==> config.mk <==
export PLATFORM = sky130hd
export DESIGN_NAME = dcs_top
export DESIGN_NICKNAME = d
export VERILOG_FILES = /design/src/hdl/dcs_pkg.sv /design/src/hdl/dcs_decim.sv /design/src/hdl/dcs_ms_timer.sv /design/src/hdl/dcs_top.sv
export VERILOG_INCLUDE_DIRS = /design/src /design/src/hdl
export SDC_FILE = /design/constraint.sdc
export NUM_CORES = 2
export LEC_CHECK = 0
export BUFFER_PORTS_ARGS = -buffer_cell sky130_fd_sc_hd__buf_2
export CORE_UTILIZATION = 55
export DETAILED_ROUTE_END_ITERATION = 8
export GPL_TIMING_DRIVEN = 0
export HOLD_SLACK_MARGIN = 0.08
export PLACE_DENSITY = 0.77
export SLEW_MARGIN = 40
export SYNTH_ARGS = -nofsm -noshare
export SYNTH_HDL_FRONTEND = slang
export SYNTH_SLANG_ARGS = --single-unit
export TNS_END_PERCENT = 1
==> constraint.sdc <==
create_clock -name mclk -period 7.9 [get_ports mclk]
set_input_delay 0.395 -clock mclk [delete_from_list [all_inputs] [get_ports mclk]]
set_output_delay 0.395 -clock mclk [all_outputs]
set_load 0.01 [all_outputs]
==> src/hdl/dcs_map.svh <==
// Register offsets, field positions, reset values and timing counts
// Assumes byte addresses on a 32-bit AHB-Lite bus, one word per register
`ifndef DCS_MAP_SVH
`define DCS_MAP_SVH

`define DCS_CTRL 8'h00
`define DCS_DECIM 8'h04
`define DCS_PHERR 8'h08
`define DCS_STATUS 8'h0c
`define DCS_FCW_LO 8'h10
`define DCS_FCW_HI 8'h14
`define DCS_INCDEC 8'h18
`define DCS_STEP 8'h1c
`define DCS_PCW 8'h20
`define DCS_PCW_TIME 8'h24
`define DCS_CH_OFFSET 8'h28
`define DCS_OUT_PHASE 8'h2c
`define DCS_IN_OFFSET 8'h40

`define DCS_CTRL_MODE_LSB 0
`define DCS_CTRL_TIMER_EN 4
`define DCS_CTRL_EXP_HOLD 5
`define DCS_CTRL_PIN_EN 6
`define DCS_INCDEC_DEC_LSB 8
`define DCS_ST_NEW 0
`define DCS_ST_HOLD 1
`define DCS_ST_TIMER 2
`define DCS_ST_REF_LSB 8

`define DCS_DECIM_RST 16'h0001
`define DCS_FCW_W 42
`define DCS_FCW_REG_W 48
`define DCS_PCW_W 32

`define DCS_CLK_PERIOD_NS 100
`define DCS_TIMER_LSB_NS 1000000
`define DCS_MS_CYCLES (`DCS_TIMER_LSB_NS / `DCS_CLK_PERIOD_NS)

`endif

==> src/hdl/dcs_pkg.sv <==
// Types shared by the external steering block
// Assumes the map header supplies widths
`include "dcs_map.svh"
package dcs_pkg;
    typedef enum logic [1:0] {
        DCS_CLOSED,
        DCS_EXT_LF,
        DCS_WR_FREQ,
        DCS_WR_PHASE
    } dcs_mode_t;

    // Phase error sample, one update tick
    typedef struct packed {
        logic valid;
        logic signed [`DCS_PCW_W-1:0] err;
    } dcs_err_t;
endpackage

==> src/hdl/dcs_decim.sv <==
// Boxcar decimator for phase detector samples
// Assumes one sample per asserted in_valid, ratio of zero acts as one
`timescale 1ns/1ps
`include "dcs_map.svh"
module dcs_decim import dcs_pkg::*; #(
    parameter int RW = 16
) (
    // Clock and reset
    input wire logic mclk,
    input wire logic rstn,
    // Samples in
    input wire dcs_err_t in_s,
    input wire logic [RW-1:0] ratio,
    // Decimated sum out
    output dcs_err_t out_q
);
    logic [RW-1:0] cnt_q;
    logic signed [`DCS_PCW_W-1:0] acc_q;
    logic signed [`DCS_PCW_W-1:0] sum;
    logic last;

    assign sum = acc_q + in_s.err;
    assign last = (ratio == '0) || (cnt_q >= ratio - 1'b1);

    // Sum wraps at 32 bits; host divides by the ratio
    always_ff @(posedge mclk) begin
        if (!rstn) begin
            cnt_q <= '0;
            acc_q <= '0;
            out_q <= '0;
        end else if (in_s.valid && last) begin
            cnt_q <= '0;
            acc_q <= '0;
            out_q <= {1'b1, sum};
        end else if (in_s.valid) begin
            cnt_q <= cnt_q + 1'b1;
            acc_q <= sum;
            out_q.valid <= 1'b0;
        end else begin
            out_q.valid <= 1'b0;
        end
    end
endmodule

==> src/hdl/dcs_ms_timer.sv <==
// Millisecond countdown that limits how long a phase word acts
// Assumes start is a one-cycle pulse; a zero count never runs
`timescale 1ns/1ps
`include "dcs_map.svh"
module dcs_ms_timer #(
    parameter int MS_CYCLES = `DCS_MS_CYCLES
) (
    // Clock and reset
    input wire logic mclk,
    input wire logic rstn,
    // Control
    input wire logic start,
    input wire logic stop,
    input wire logic [15:0] ms_count,
    // Status
    output logic running_q,
    output logic expired_q
);
    localparam int PW = $clog2(MS_CYCLES);
    localparam logic [PW-1:0] PRE_LAST = PW'(MS_CYCLES - 1);
    logic [PW-1:0] pre_q;
    logic [15:0] ms_q;

    always_ff @(posedge mclk) begin
        if (!rstn || stop) begin
            pre_q <= '0;
            ms_q <= '0;
            running_q <= 1'b0;
            expired_q <= 1'b0;
        end else if (start) begin
            pre_q <= '0;
            ms_q <= ms_count;
            running_q <= (ms_count != 16'h0000);
            expired_q <= 1'b0;
        end else if (running_q && pre_q == PRE_LAST) begin
            pre_q <= '0;
            ms_q <= ms_q - 16'h0001;
            running_q <= (ms_q != 16'h0001);
            expired_q <= (ms_q == 16'h0001);
        end else begin
            pre_q <= running_q ? pre_q + 1'b1 : '0;
            expired_q <= 1'b0;
        end
    end
endmodule

==> src/hdl/dcs_top.sv <==
// External steering of one channel's oscillator via AHB-Lite registers
// Assumes pd_s and dlf_word come from the channel, pins are synchronous
//
// Added by the designer: the register offsets and the AHB-Lite slave port.
`timescale 1ns/1ps
`include "dcs_map.svh"
module dcs_top import dcs_pkg::*; #(
    parameter int NUM_IN = 8,
    parameter int OSC_IDX = 0,
    parameter int DECIM_W = 16,
    parameter int MS_CYCLES = `DCS_MS_CYCLES
) (
    // Clock and reset
    input wire logic mclk,
    input wire logic rstn,
    // AHB-Lite slave
    input wire logic hsel,
    input wire logic [31:0] haddr,
    input wire logic [1:0] htrans,
    input wire logic hwrite,
    input wire logic [2:0] hsize,
    input wire logic [31:0] hwdata,
    input wire logic hready,
    output logic hreadyout,
    output logic hresp,
    output logic [31:0] hrdata,
    // Channel side
    input wire dcs_err_t pd_s,
    input wire logic [`DCS_FCW_W-1:0] dlf_word,
    input wire logic [$clog2(NUM_IN)-1:0] act_ref,
    input wire logic inc_pin,
    input wire logic dec_pin,
    // Steering out
    output logic [`DCS_FCW_W-1:0] fod_steer_q,
    output dcs_err_t dlf_in_q,
    output logic holdover_q,
    output logic [31:0] out_phase_q,
    output logic phase_jump_q
);
    localparam int RIW = $clog2(NUM_IN);
    default disable iff (!rstn);
    // Bus state
    logic wr_q, acc, wr_en, rd_acc;
    logic [7:0] addr_q;
    logic [31:0] rd_d;
    // Registers
    dcs_mode_t mode_q;
    logic timer_en_q, exp_hold_q, pin_en_q, new_q;
    logic [DECIM_W-1:0] decim_q;
    logic [31:0] pherr_q, fcw_lo_q, step_q;
    logic signed [`DCS_FCW_W-1:0] fcw_q;
    logic signed [`DCS_PCW_W-1:0] pcw_q;
    logic [15:0] pcw_time_q;
    logic signed [31:0] ch_off_q, comb_off_q;
    logic signed [31:0] in_off_q [NUM_IN];
    logic inc_pin_q, dec_pin_q;
    // Events
    dcs_err_t dec_s, dec_o;
    logic wr_fcw_hi, wr_pcw, inc_ev, dec_ev;
    logic tmr_run, tmr_exp, freq_mode;
    logic [`DCS_FCW_W-1:0] step_x;

    assign acc = hsel && hready && htrans[1];
    assign rd_acc = acc && !hwrite;
    assign wr_en = wr_q;
    assign wr_fcw_hi = wr_en && addr_q == `DCS_FCW_HI;
    assign wr_pcw = wr_en && addr_q == `DCS_PCW;
    assign freq_mode = mode_q == DCS_EXT_LF || mode_q == DCS_WR_FREQ;
    assign step_x = {{(`DCS_FCW_W-32){1'b0}}, step_q};
    // Zero wait states, always OKAY; same value in and out of reset
    always_ff @(posedge mclk) begin
        hreadyout <= 1'b1;
        hresp <= 1'b0;
    end
    // Address phase capture; only whole-word writes are accepted
    always_ff @(posedge mclk) begin
        if (!rstn) begin
            wr_q <= 1'b0;
            addr_q <= 8'h00;
        end else begin
            wr_q <= acc && hwrite && hsize == 3'b010;
            addr_q <= haddr[7:0];
        end
    end

    // Read mux, unmapped reads as zero
    always_comb begin
        rd_d = 32'h0000_0000;
        if (haddr[7:0] == `DCS_CTRL) begin
            rd_d[`DCS_CTRL_MODE_LSB +: 2] = mode_q;
            rd_d[`DCS_CTRL_TIMER_EN] = timer_en_q;
            rd_d[`DCS_CTRL_EXP_HOLD] = exp_hold_q;
            rd_d[`DCS_CTRL_PIN_EN] = pin_en_q;
        end else if (haddr[7:0] == `DCS_DECIM) begin
            rd_d[DECIM_W-1:0] = decim_q;
        end else if (haddr[7:0] == `DCS_PHERR) begin
            rd_d = pherr_q;
        end else if (haddr[7:0] == `DCS_STATUS) begin
            rd_d[`DCS_ST_NEW] = new_q;
            rd_d[`DCS_ST_HOLD] = holdover_q;
            rd_d[`DCS_ST_TIMER] = tmr_run;
            rd_d[`DCS_ST_REF_LSB +: RIW] = act_ref;
        end else if (haddr[7:0] == `DCS_FCW_LO) begin
            rd_d = fcw_q[31:0];
        end else if (haddr[7:0] == `DCS_FCW_HI) begin
            rd_d[15:0] = {{6{fcw_q[`DCS_FCW_W-1]}}, fcw_q[41:32]};
        end else if (haddr[7:0] == `DCS_STEP) begin
            rd_d = step_q;
        end else if (haddr[7:0] == `DCS_PCW) begin
            rd_d = pcw_q;
        end else if (haddr[7:0] == `DCS_PCW_TIME) begin
            rd_d[15:0] = pcw_time_q;
        end else if (haddr[7:0] == `DCS_CH_OFFSET) begin
            rd_d = ch_off_q;
        end else if (haddr[7:0] == `DCS_OUT_PHASE) begin
            rd_d = out_phase_q;
        end else if (haddr[7:0] >= `DCS_IN_OFFSET &&
                     haddr[7:0] < `DCS_IN_OFFSET + 8'(4 * NUM_IN)) begin
            rd_d = in_off_q[RIW'((haddr[7:0] - `DCS_IN_OFFSET) >> 2)];
        end
    end

    always_ff @(posedge mclk) begin
        if (!rstn) begin
            hrdata <= 32'h0000_0000;
        end else if (rd_acc) begin
            hrdata <= rd_d;
        end
    end

    // Control fields
    always_ff @(posedge mclk) begin
        if (!rstn) begin
            mode_q <= DCS_CLOSED;
            timer_en_q <= 1'b0;
            exp_hold_q <= 1'b0;
            pin_en_q <= 1'b0;
            decim_q <= DECIM_W'(`DCS_DECIM_RST);
            step_q <= 32'h0000_0000;
            pcw_time_q <= 16'h0000;
            ch_off_q <= 32'sh0000_0000;
        end else if (wr_en) begin
            if (addr_q == `DCS_CTRL) begin
                mode_q <= dcs_mode_t'(hwdata[`DCS_CTRL_MODE_LSB +: 2]);
                timer_en_q <= hwdata[`DCS_CTRL_TIMER_EN];
                exp_hold_q <= hwdata[`DCS_CTRL_EXP_HOLD];
                pin_en_q <= hwdata[`DCS_CTRL_PIN_EN];
            end else if (addr_q == `DCS_DECIM) begin
                decim_q <= hwdata[DECIM_W-1:0];
            end else if (addr_q == `DCS_STEP) begin
                step_q <= hwdata;
            end else if (addr_q == `DCS_PCW_TIME) begin
                pcw_time_q <= hwdata[15:0];
            end else if (addr_q == `DCS_CH_OFFSET) begin
                ch_off_q <= hwdata;
            end
        end
    end
    // Per-input offsets
    always_ff @(posedge mclk) begin
        if (!rstn) begin
            for (int i = 0; i < NUM_IN; i++) begin
                in_off_q[i] <= 32'sh0000_0000;
            end
        end else if (wr_en && addr_q >= `DCS_IN_OFFSET &&
                     addr_q < `DCS_IN_OFFSET + 8'(4 * NUM_IN)) begin
            in_off_q[RIW'((addr_q - `DCS_IN_OFFSET) >> 2)] <= hwdata;
        end
    end
    // Decimated error export in external-filter mode
    assign dec_s = {pd_s.valid && mode_q == DCS_EXT_LF, pd_s.err};

    dcs_decim #(
        .RW(DECIM_W)
    ) u_decim (
        .mclk(mclk),
        .rstn(rstn),
        .in_s(dec_s),
        .ratio(decim_q),
        .out_q(dec_o)
    );
    // Fresh sample flag; a new sample beats the read that clears it
    always_ff @(posedge mclk) begin
        if (!rstn) begin
            pherr_q <= 32'h0000_0000;
            new_q <= 1'b0;
        end else if (dec_o.valid) begin
            pherr_q <= dec_o.err;
            new_q <= 1'b1;
        end else if (rd_acc && haddr[7:0] == `DCS_PHERR) begin
            new_q <= 1'b0;
        end
    end
    // Step triggers from register and pins
    always_ff @(posedge mclk) begin
        if (!rstn) begin
            inc_pin_q <= 1'b0;
            dec_pin_q <= 1'b0;
        end else begin
            inc_pin_q <= inc_pin;
            dec_pin_q <= dec_pin;
        end
    end

    always_comb begin
        inc_ev = pin_en_q && inc_pin && !inc_pin_q;
        dec_ev = pin_en_q && dec_pin && !dec_pin_q;
        if (wr_en && addr_q == `DCS_INCDEC) begin
            inc_ev = inc_ev || hwdata[OSC_IDX];
            dec_ev = dec_ev || hwdata[`DCS_INCDEC_DEC_LSB + OSC_IDX];
        end
    end
    // Low half is staged; the high-half write commits the whole word
    always_ff @(posedge mclk) begin
        if (!rstn) begin
            fcw_lo_q <= 32'h0000_0000;
        end else if (wr_en && addr_q == `DCS_FCW_LO) begin
            fcw_lo_q <= hwdata;
        end
    end
    // Upper six register bits are only sign copies and are dropped
    always_ff @(posedge mclk) begin
        if (!rstn) begin
            fcw_q <= '0;
        end else if (wr_fcw_hi) begin
            fcw_q <= {hwdata[9:0], fcw_lo_q};
        end else if (inc_ev && !dec_ev) begin
            fcw_q <= fcw_q + step_x;
        end else if (dec_ev && !inc_ev) begin
            fcw_q <= fcw_q - step_x;
        end
    end
    // Divider steering; a held word keeps the frequency steady
    always_ff @(posedge mclk) begin
        if (!rstn) begin
            fod_steer_q <= '0;
        end else if (freq_mode) begin
            fod_steer_q <= fcw_q;
        end else if (!holdover_q) begin
            fod_steer_q <= dlf_word;
        end
    end
    // Phase word, limited in time by the millisecond timer
    dcs_ms_timer #(
        .MS_CYCLES(MS_CYCLES)
    ) u_timer (
        .mclk(mclk),
        .rstn(rstn),
        .start(wr_pcw && timer_en_q),
        .stop(!timer_en_q),
        .ms_count(pcw_time_q),
        .running_q(tmr_run),
        .expired_q(tmr_exp)
    );

    always_ff @(posedge mclk) begin
        if (!rstn) begin
            pcw_q <= '0;
        end else if (wr_pcw) begin
            pcw_q <= hwdata;
        end else if (tmr_exp && !exp_hold_q) begin
            pcw_q <= '0;
        end
    end
    // Expiry can park the channel; a new word or mode write releases it
    always_ff @(posedge mclk) begin
        if (!rstn) begin
            holdover_q <= 1'b0;
        end else if (tmr_exp && exp_hold_q) begin
            holdover_q <= 1'b1;
        end else if (wr_pcw || (wr_en && addr_q == `DCS_CTRL)) begin
            holdover_q <= 1'b0;
        end
    end
    // Follows the active input each cycle, so a switch takes effect next
    always_ff @(posedge mclk) begin
        if (!rstn) begin
            comb_off_q <= 32'sh0000_0000;
        end else begin
            comb_off_q <= ch_off_q + in_off_q[act_ref];
        end
    end
    // Loop filter input; bypassed in frequency modes, and in holdover in write-phase mode only
    always_ff @(posedge mclk) begin
        if (!rstn) begin
            dlf_in_q <= '0;
        end else if (pd_s.valid && !holdover_q &&
                     mode_q == DCS_WR_PHASE) begin
            dlf_in_q <= {1'b1, pcw_q};
        end else if (pd_s.valid && mode_q == DCS_CLOSED) begin
            dlf_in_q <= {1'b1, pd_s.err + comb_off_q};
        end else begin
            dlf_in_q.valid <= 1'b0;
        end
    end
    // Snap alignment of the output phase
    always_ff @(posedge mclk) begin
        if (!rstn) begin
            out_phase_q <= 32'h0000_0000;
            phase_jump_q <= 1'b0;
        end else begin
            phase_jump_q <= wr_en && addr_q == `DCS_OUT_PHASE;
            if (wr_en && addr_q == `DCS_OUT_PHASE) begin
                out_phase_q <= hwdata;
            end
        end
    end
    a_fcw_lo_stage: assert property (@(posedge mclk)
        wr_en && addr_q == `DCS_FCW_LO && !inc_ev && !dec_ev
        |=> fcw_q == $past(fcw_q))
        else $error("frequency word moved on low-half write");
    a_fcw_commit: assert property (@(posedge mclk)
        wr_fcw_hi && mode_q == DCS_WR_FREQ
        |=> ##1 fod_steer_q == {$past(hwdata[9:0], 2), $past(fcw_lo_q, 2)})
        else $error("committed word not steering divider");
    a_step_inc: assert property (@(posedge mclk)
        inc_ev && !dec_ev && !wr_fcw_hi
        |=> fcw_q == $past(fcw_q) + $past(step_x))
        else $error("increment not applied");
    a_bypass_dlf: assert property (@(posedge mclk)
        freq_mode
        |=> !dlf_in_q.valid)
        else $error("loop filter fed in frequency mode");
    a_comb_offset: assert property (@(posedge mclk)
        $stable(act_ref) && $stable(ch_off_q) ##1 $changed(act_ref)
        |=> ##1 comb_off_q == ch_off_q + in_off_q[$past(act_ref, 1)])
        else $error("offset not recomputed on switch");
    a_err_sum: assert property (@(posedge mclk)
        pd_s.valid && mode_q == DCS_CLOSED
        |=> dlf_in_q.valid &&
            dlf_in_q.err == $past(pd_s.err) + $past(comb_off_q))
        else $error("offset not summed into error");
    a_pcw_expire: assert property (@(posedge mclk)
        tmr_exp && !exp_hold_q && !wr_pcw
        |=> pcw_q == 0 ##1 (pcw_q == 0 || $past(wr_pcw)))
        else $error("phase word not zeroed on expiry");
    a_phase_snap: assert property (@(posedge mclk)
        wr_en && addr_q == `DCS_OUT_PHASE
        |=> phase_jump_q && out_phase_q == $past(hwdata) ##1 !phase_jump_q)
        else $error("phase snap not one pulse");
    a_decim_flag: assert property (@(posedge mclk)
        dec_o.valid
        |=> new_q && pherr_q == $past(dec_o.err))
        else $error("decimated sample not exported");
endmodule

* Word level (Yosys, flattened, before mapping) *
Memory sizes are Yosys's and may differ from the RTL's.
Cells that the tools add are included.

operators by class
  add/subtract/negate cells = 11
  $lt $le $gt $ge = 5
  equality and inequality tests = 27
  muxes and demuxes = 55
  bitwise gates (word level) = 7
  reductions and logical operators = 65

operators with widths
  kind                                                                                  number
  32-bit 2-to-1 mux                                                                     17
  42-bit 2-to-1 mux                                                                     5
  16-bit 2-to-1 mux                                                                     8
  32-bit adder                                                                          3
  8-bit by 6-bit equality test with 1-bit output (second input constant)                8
  8-bit by 5-bit equality test with 1-bit output (second input constant)                7
  42-bit by 32-bit adder with 42-bit output                                             1
  42-bit by 32-bit subtractor with 42-bit output                                        1
  33-bit 2-to-1 mux                                                                     1
  32-bit OR reduction                                                                   1
  16-bit by 1-bit subtractor with 16-bit output (second input constant)                 2
  1-bit logical AND                                                                     30
  25-bit 2-to-1 mux                                                                     1
  21-bit 2-to-1 mux                                                                     1
  16-bit by 1-bit adder with 16-bit output (second input constant)                      1
  16-bit by 1-bit equality test with 1-bit output (second input constant)               1
  8-bit by 3-bit equality test with 1-bit output (second input constant)                2
  8-bit by 4-bit equality test with 1-bit output (second input constant)                2
  16-bit greater-or-equal comparator                                                    1
  8-bit by 7-bit greater-or-equal comparator with 1-bit output (second input constant)  2
  16-bit zero test                                                                      1
  8-bit zero test                                                                       2
  8-bit by 7-bit < comparator with 1-bit output (second input constant)                 2
  16-bit by 1-bit inequality test with 1-bit output (second input constant)             1
  26 further kinds                                                                      69

storage, ports and cells
  register bits after elaboration = 537
  bits in writable memories = 256
  output and inout bits = 143
  logic and storage cells = 204
  memories = 1

memory list
  name      depth  width  read ports  clocked after Yosys merged registers in  wr ports  RTL line       text
  in_off_q  8      32     2           0                                        8         dcs_top.sv:55  logic signed [31:0] in_off_q [NUM_IN];

* Longest topological paths before layout *
  depth in word-level cells = 20
  mapped depth = 21
  depth with buffers taken out = 20

* Hierarchy *
Synthesis repeated with hierarchy kept, for this count alone.

unflattened totals
  cell total of the unflattened synthesis = 4523
  area, all modules = 42916.2 µm²

by module, submodules not included
  module        instances  cells each  area an instance (µm²)  seq. area each (µm²)
  dcs_top       1          3664        35798.1                 16175.5
  dcs_decim     1          662         5426.5                  1621.6
  dcs_ms_timer  1          197         1691.6                  640.6

* Worst setup path before layout *
Ideal clock, no wire load.

  kind = register to register
  start point = reg step_q[2]
  end point = reg fcw_q[40]
  arrival time = 4631 ps
  required time = 7813 ps
  slack = 3182 ps
  stages on the path, launching flop included = 20
  path buffers = 2
  period minus slack after synthesis = 4718 ps
  cells stage by stage = dfxtp_1 > buf_6 > or4_4 > nor3_4 > nand2_2 > or4_4 > nand2b_4 > or4_1 > buf_2 > o31a_2 > ha_1 > and2_1 > or2_2 > a21o_1 > a21oi_1 > o21ai_0 > a211oi_1 > xnor2_1 > nor2_1 > o31ai_1

between the ends
  cells in the longest elaborated chain, start to end = 4
  elaborated cells between the ends (all ways) = 5
  those cells by class = add/sub: 2; mux: 3

ends and longest elaborated chain
  item                                            RTL line        text
  start: declaration                              dcs_top.sv:50   logic [31:0] pherr_q, fcw_lo_q, step_q;
  start signal: assignment                        dcs_top.sv:151  step_q <= hwdata;
  42-bit by 32-bit subtractor with 42-bit output  dcs_top.sv:230  fcw_q <= fcw_q - step_x;
  42-bit 2-to-1 mux                               dcs_top.sv:229  end else if (dec_ev && !inc_ev) begin
  42-bit 2-to-1 mux (*)                           dcs_top.sv:227  end else if (inc_ev && !dec_ev) begin
  42-bit 2-to-1 mux (*)                           dcs_top.sv:225  end else if (wr_fcw_hi) begin
  end signal: assignment                          dcs_top.sv:226  fcw_q <= {hwdata[9:0], fcw_lo_q};
  end signal: assignment                          dcs_top.sv:228  fcw_q <= fcw_q + step_x;
  end signal: assignment                          dcs_top.sv:230
  end: declaration                                dcs_top.sv:51   logic signed [`DCS_FCW_W-1:0] fcw_q;

Every way passes the cells marked *; elsewhere a longest branch is shown, timed or not. The select of a mux whose other input is x is not followed.
A chain may end at the register's enable or synchronous reset.

* Worst setup path in the final report *
  start point = reg addr_q[5]
  end point = reg fcw_q[22]

between the ends
  cells in the longest elaborated chain, start to end = 7
  elaborated cells between the ends (all ways) = 13
  those cells by class = eq/ne: 2; mux: 4; reduce/logical: 7

ends and longest elaborated chain
  item                                                      RTL line        text
  start: declaration                                        dcs_top.sv:44   logic [7:0] addr_q;
  start signal: assignment                                  dcs_top.sv:82   addr_q <= haddr[7:0];
  8-bit by 5-bit equality test with 1-bit output (no line)  --
  1-bit logical AND (no line)                               --
  1-bit 2-to-1 mux                                          dcs_top.sv:208  if (wr_en && addr_q == `DCS_INCDEC) begin
  1-bit zero test                                           dcs_top.sv:227
  1-bit logical AND                                         dcs_top.sv:227
  42-bit 2-to-1 mux                                         dcs_top.sv:227
  42-bit 2-to-1 mux                                         dcs_top.sv:225

Parallel ways exist; a longest one is shown, timed or not.

==> impl_metrics.toml <==
[min_path]
hold_path_depth = 5
hp-start = "dlf_word[24]"
holdCritPathClass = "in -> reg"
min_to = "fod_steer_q[24]$_SDFFE_PN0P_"

[floorplanning]
rows = 101
fp.dieH_um = 280
coreArea_mm2 = 0.0762
fp.dieW_um = 280
start_util_pct = 55.8
dieArea_mm2 = 0.0784
ios = 297

[worst_setup_path]
critPathLaunch = "addr_q[5]$_SDFF_PN0_"
crit_chain = "nor3_1, nand3_1, nor2_1, nand2_1, a221oi_2, buf_2, clkbuf_1, nor2_1, xor2_1, ha_1, nor2b_1, o31a_1, o211ai_1, a21boi_0, o2111ai_1, nand2_1, o41ai_1, mux2i_1, nand4_1, a31oi_1"
rr_endpoint = "fcw_q[22]$_SDFFE_PN0P_"
cp.required_ps = 8500
critPathCaptureType = "flip-flop"
crit_arrival_ps = 7460
critPathMaxFanout = 10
r2r_setup_slack_ps = 1040
slowest_delay_ps = 650
crit_slowest_cell = "clkbuf_1"
start_kind = "flip-flop"
r2r-start = "addr_q[5]$_SDFF_PN0_"
cp.buffers_inverters = 2
cp_top_family = "compound AO/OA/AOI/OAI gates"
path_class = "reg -> reg"
r2r_cells = 20

[grt]
grt_pass1_vias = 36400
grt_pass1_wl_um = 256000
grtUsageTotal_pct = 45.7
grt_max_degree = 33
overflow = 0
antenna_found_initial = 14

[synth]
synth.top_cell.area_share_pct = 25.3
yosys_warnings = 0
synthArstFlopShare_pct = 0
syn_inst = 4484
avgSynthCellArea_um2 = 9.48
syn_area_mm2 = 0.0425
synth_edf_count = 256
synth.area.top_cells = "dfxtp_1 25%, edfxtp_1 18%, mux4_2 6.7%"
synth_cell_types = 89
synth_top_area_cell = "dfxtp_1"
seq_area_frac_synth_pct = 43.4
yosysMostFrequentCell = "nand2_1"
synth_commonest_cells = "550 x nand2_1, 537 x dfxtp_1, 480 x nor2_1"
synth_fp_nets = 4802
ys_ff_latch = 793
synthFlopType = "dfxtp_1"

[placement]
numPlacedInstances = 5792
port_buffers = 261
gp_congestion = 1.07
hpwl_um = 140000
dp_slack_ps = 1240
post_dp_cell_area_mm2 = 0.0455

[pwr]
clockPowerShare_pct = 43.7
swShare_pct = 26.0
comb_power_share_pct = 9.3
switchingPower_mw = 2.39
powerDensity_mw_per_mm2 = 189
power_frac_seq_pct = 47.0
total_power_mw = 9.19
leakage_nw = 18.7
peakVddDrop_uv = 190
p_int_mw = 6.80

[clock_tree]
clock_sinks = 793
cts_tree = "yes"
cts_buffer_depth = 3
htree_levels = 3
cts_buffers = 84
ctsRootBufferMaster = "clkbuf_16"
post_cts_resized = 0
path_clk_slew_ps = 60
clkLatencyLatePin_ps = 690

[sta]
setup_slack_ps = 1040
tightest_slew_ps = 961
hold_viol = 0
drv_slew = 0
max_freq_mhz = 146
period_share_pct = 86.8
relSlewSlack_pct = 35.5
timing.setup.tns_ps = 0
grt_setup_unrepaired = "no"
setup_viol = 0
timing.final.crit_period_ps = 6860
whs_ps = 74.3
skew_ps = 55.2

[detailed_routing]
dr_total_vias = 39600
first_pass_iters = 8
detail_route.wl_per_cell_um = 30.6
drc_errors = 0
routed_wl_um = 183000
vias_per_cell = 6.62
first_iter_violations = 5391
postRouteAntennaNets = 0

[layout]
final_nets = 5189
finalInstanceArea_mm2 = 0.0485
area_growth_pct = 14.2
final_cells = 5978
post-route-util_pct = 63.7
drive_gt1_share_pct = 13.7

[job]
drv_cap = 0

[status]
status = "finished clean"
timing repair:
item                                   4_1_cts  5_1_grt
endpoints found under the hold margin       34        0
hold buffers                                21        0
setup buffers                                0        0
per-layer routing:
metal | GRT usage (%) | up-vias | share of wire [%]
met5 | 0 | - | 0.038
met4 | 29.5 | 10 | 7.7
met2 | 68.0 | 2811 | 42
met3 | 11.8 | 650 | 13
met1 | 59.2 | 19000 | 37
li1 | - | 17100 | -
cell families (layout without fill, tap and decap cells):
| family | count (synthesis) | count (layout) | share of synthesized area, % |
|---|---|---|---|
| XOR/XNOR | 172 | 172 | 3.58 |
| flip-flops | 793 | 793 | 43.4 |
| multiplexers | 305 | 305 | 11.1 |
| other | 2 | 9 | 0.0177 |
| AO/OA/AOI/OAI | 1036 | 1036 | 15.8 |
| buffers and inverters | 373 | 830 | 3.34 |
| AND/OR/NAND/NOR | 1639 | 1639 | 17.9 |
| adder cells (fa/ha/maj) | 164 | 164 | 4.90 |
layout by cell type (no fill, tap or decap), types with 68 or more instances in the layout:
| master | n |
|---|---|
| dfxtp_1 | 537 |
| edfxtp_1 | 256 |
| inv_1 | 68 |
| clkbuf_16 | 84 |
| and2_1 | 282 |
| xnor2_1 | 115 |
| mux2i_1 | 118 |
| clkbuf_1 | 266 |
| nor2_1 | 478 |
| nand2_1 | 550 |
| mux4_2 | 126 |
| ha_1 | 160 |
| buf_2 | 278 |
| nand3_1 | 76 |
| a21oi_1 | 390 |
| o21ai_0 | 134 |
| a22oi_1 | 79 |
registers in the layout, indices dropped and copies added (netlist names), 2 cells and up:
signal	flops
addr_q	8
ch_off_q	32
comb_off_q	32
decim_q	16
dlf_in_q	33
fcw_lo_q	32
fcw_q	42
fod_steer_q	42
hrdata	32
in_off_q	256
mode_q	2
out_phase_q	32
pcw_q	32
pcw_time_q	16
pherr_q	32
step_q	32
u_decim.acc_q	32
u_decim.cnt_q	16
u_decim.out_q	33
u_timer.ms_q	16
u_timer.pre_q	14
worst register-to-register path, cell delays in order, from the launching register on:
cell       delay, ps
dfxtp_1          350
nor3_1           380
nand3_1          310
nor2_1           560
nand2_1          180
a221oi_2         410
buf_2            310
clkbuf_1         650
nor2_1           140
xor2_1           240
ha_1             310
nor2b_1          170
o31a_1           320
o211ai_1         570
a21boi_0         360
o2111ai_1        300
nand2_1          110
o41ai_1          580
mux2i_1          280
nand4_1          130
a31oi_1          180
how the worst max path moves through the flow:
stage,endpoint,slack [ps],depth (start not counted)
finish,fcw_q[22]$_SDFFE_PN0P_,1040,20
detailed placement,fcw_q[22]$_SDFFE_PN0P_,1240,19
floorplan,fcw_q[40]$_SDFFE_PN0P_,3180,19
global placement,fcw_q[22]$_SDFFE_PN0P_,860,19
global route,fcw_q[22]$_SDFFE_PN0P_,960,20
CTS,fcw_q[22]$_SDFFE_PN0P_,1230,19
power by group through the flow:
| stage | sequential [mW] | clock [mW] | combinational, mW |
|---|---|---|---|
| 2_1_floorplan | 4.41 | 0 | 0.428 |
| 3_3_place_gp | 4.41 | 0 | 0.783 |
| 3_5_place_dp | 4.40 | 0 | 0.808 |
| 4_1_cts | 4.32 | 3.98 | 0.822 |
| 5_1_grt | 4.32 | 4.13 | 0.878 |
| 6_report | 4.32 | 4.02 | 0.857 |
layout make-up:
| cell class | instances | area [um2] |
|---|---|---|
| clock inverters | 42 | 469 |
| inverters | 69 | 259 |
| plain buffers | 304 | 1210 |
| multi-input cells | 3318 | 22800 |
| well taps | 1030 | 1290 |
| clock buffers | 114 | 2260 |
| fillers | 6325 | 27700 |
| flip-flops and latches | 793 | 18400 |
| repair buffers | 301 | 1800 |
| diodes | 7 | 17.5 |
Note: power is estimated with default switching activity, not from simulation.
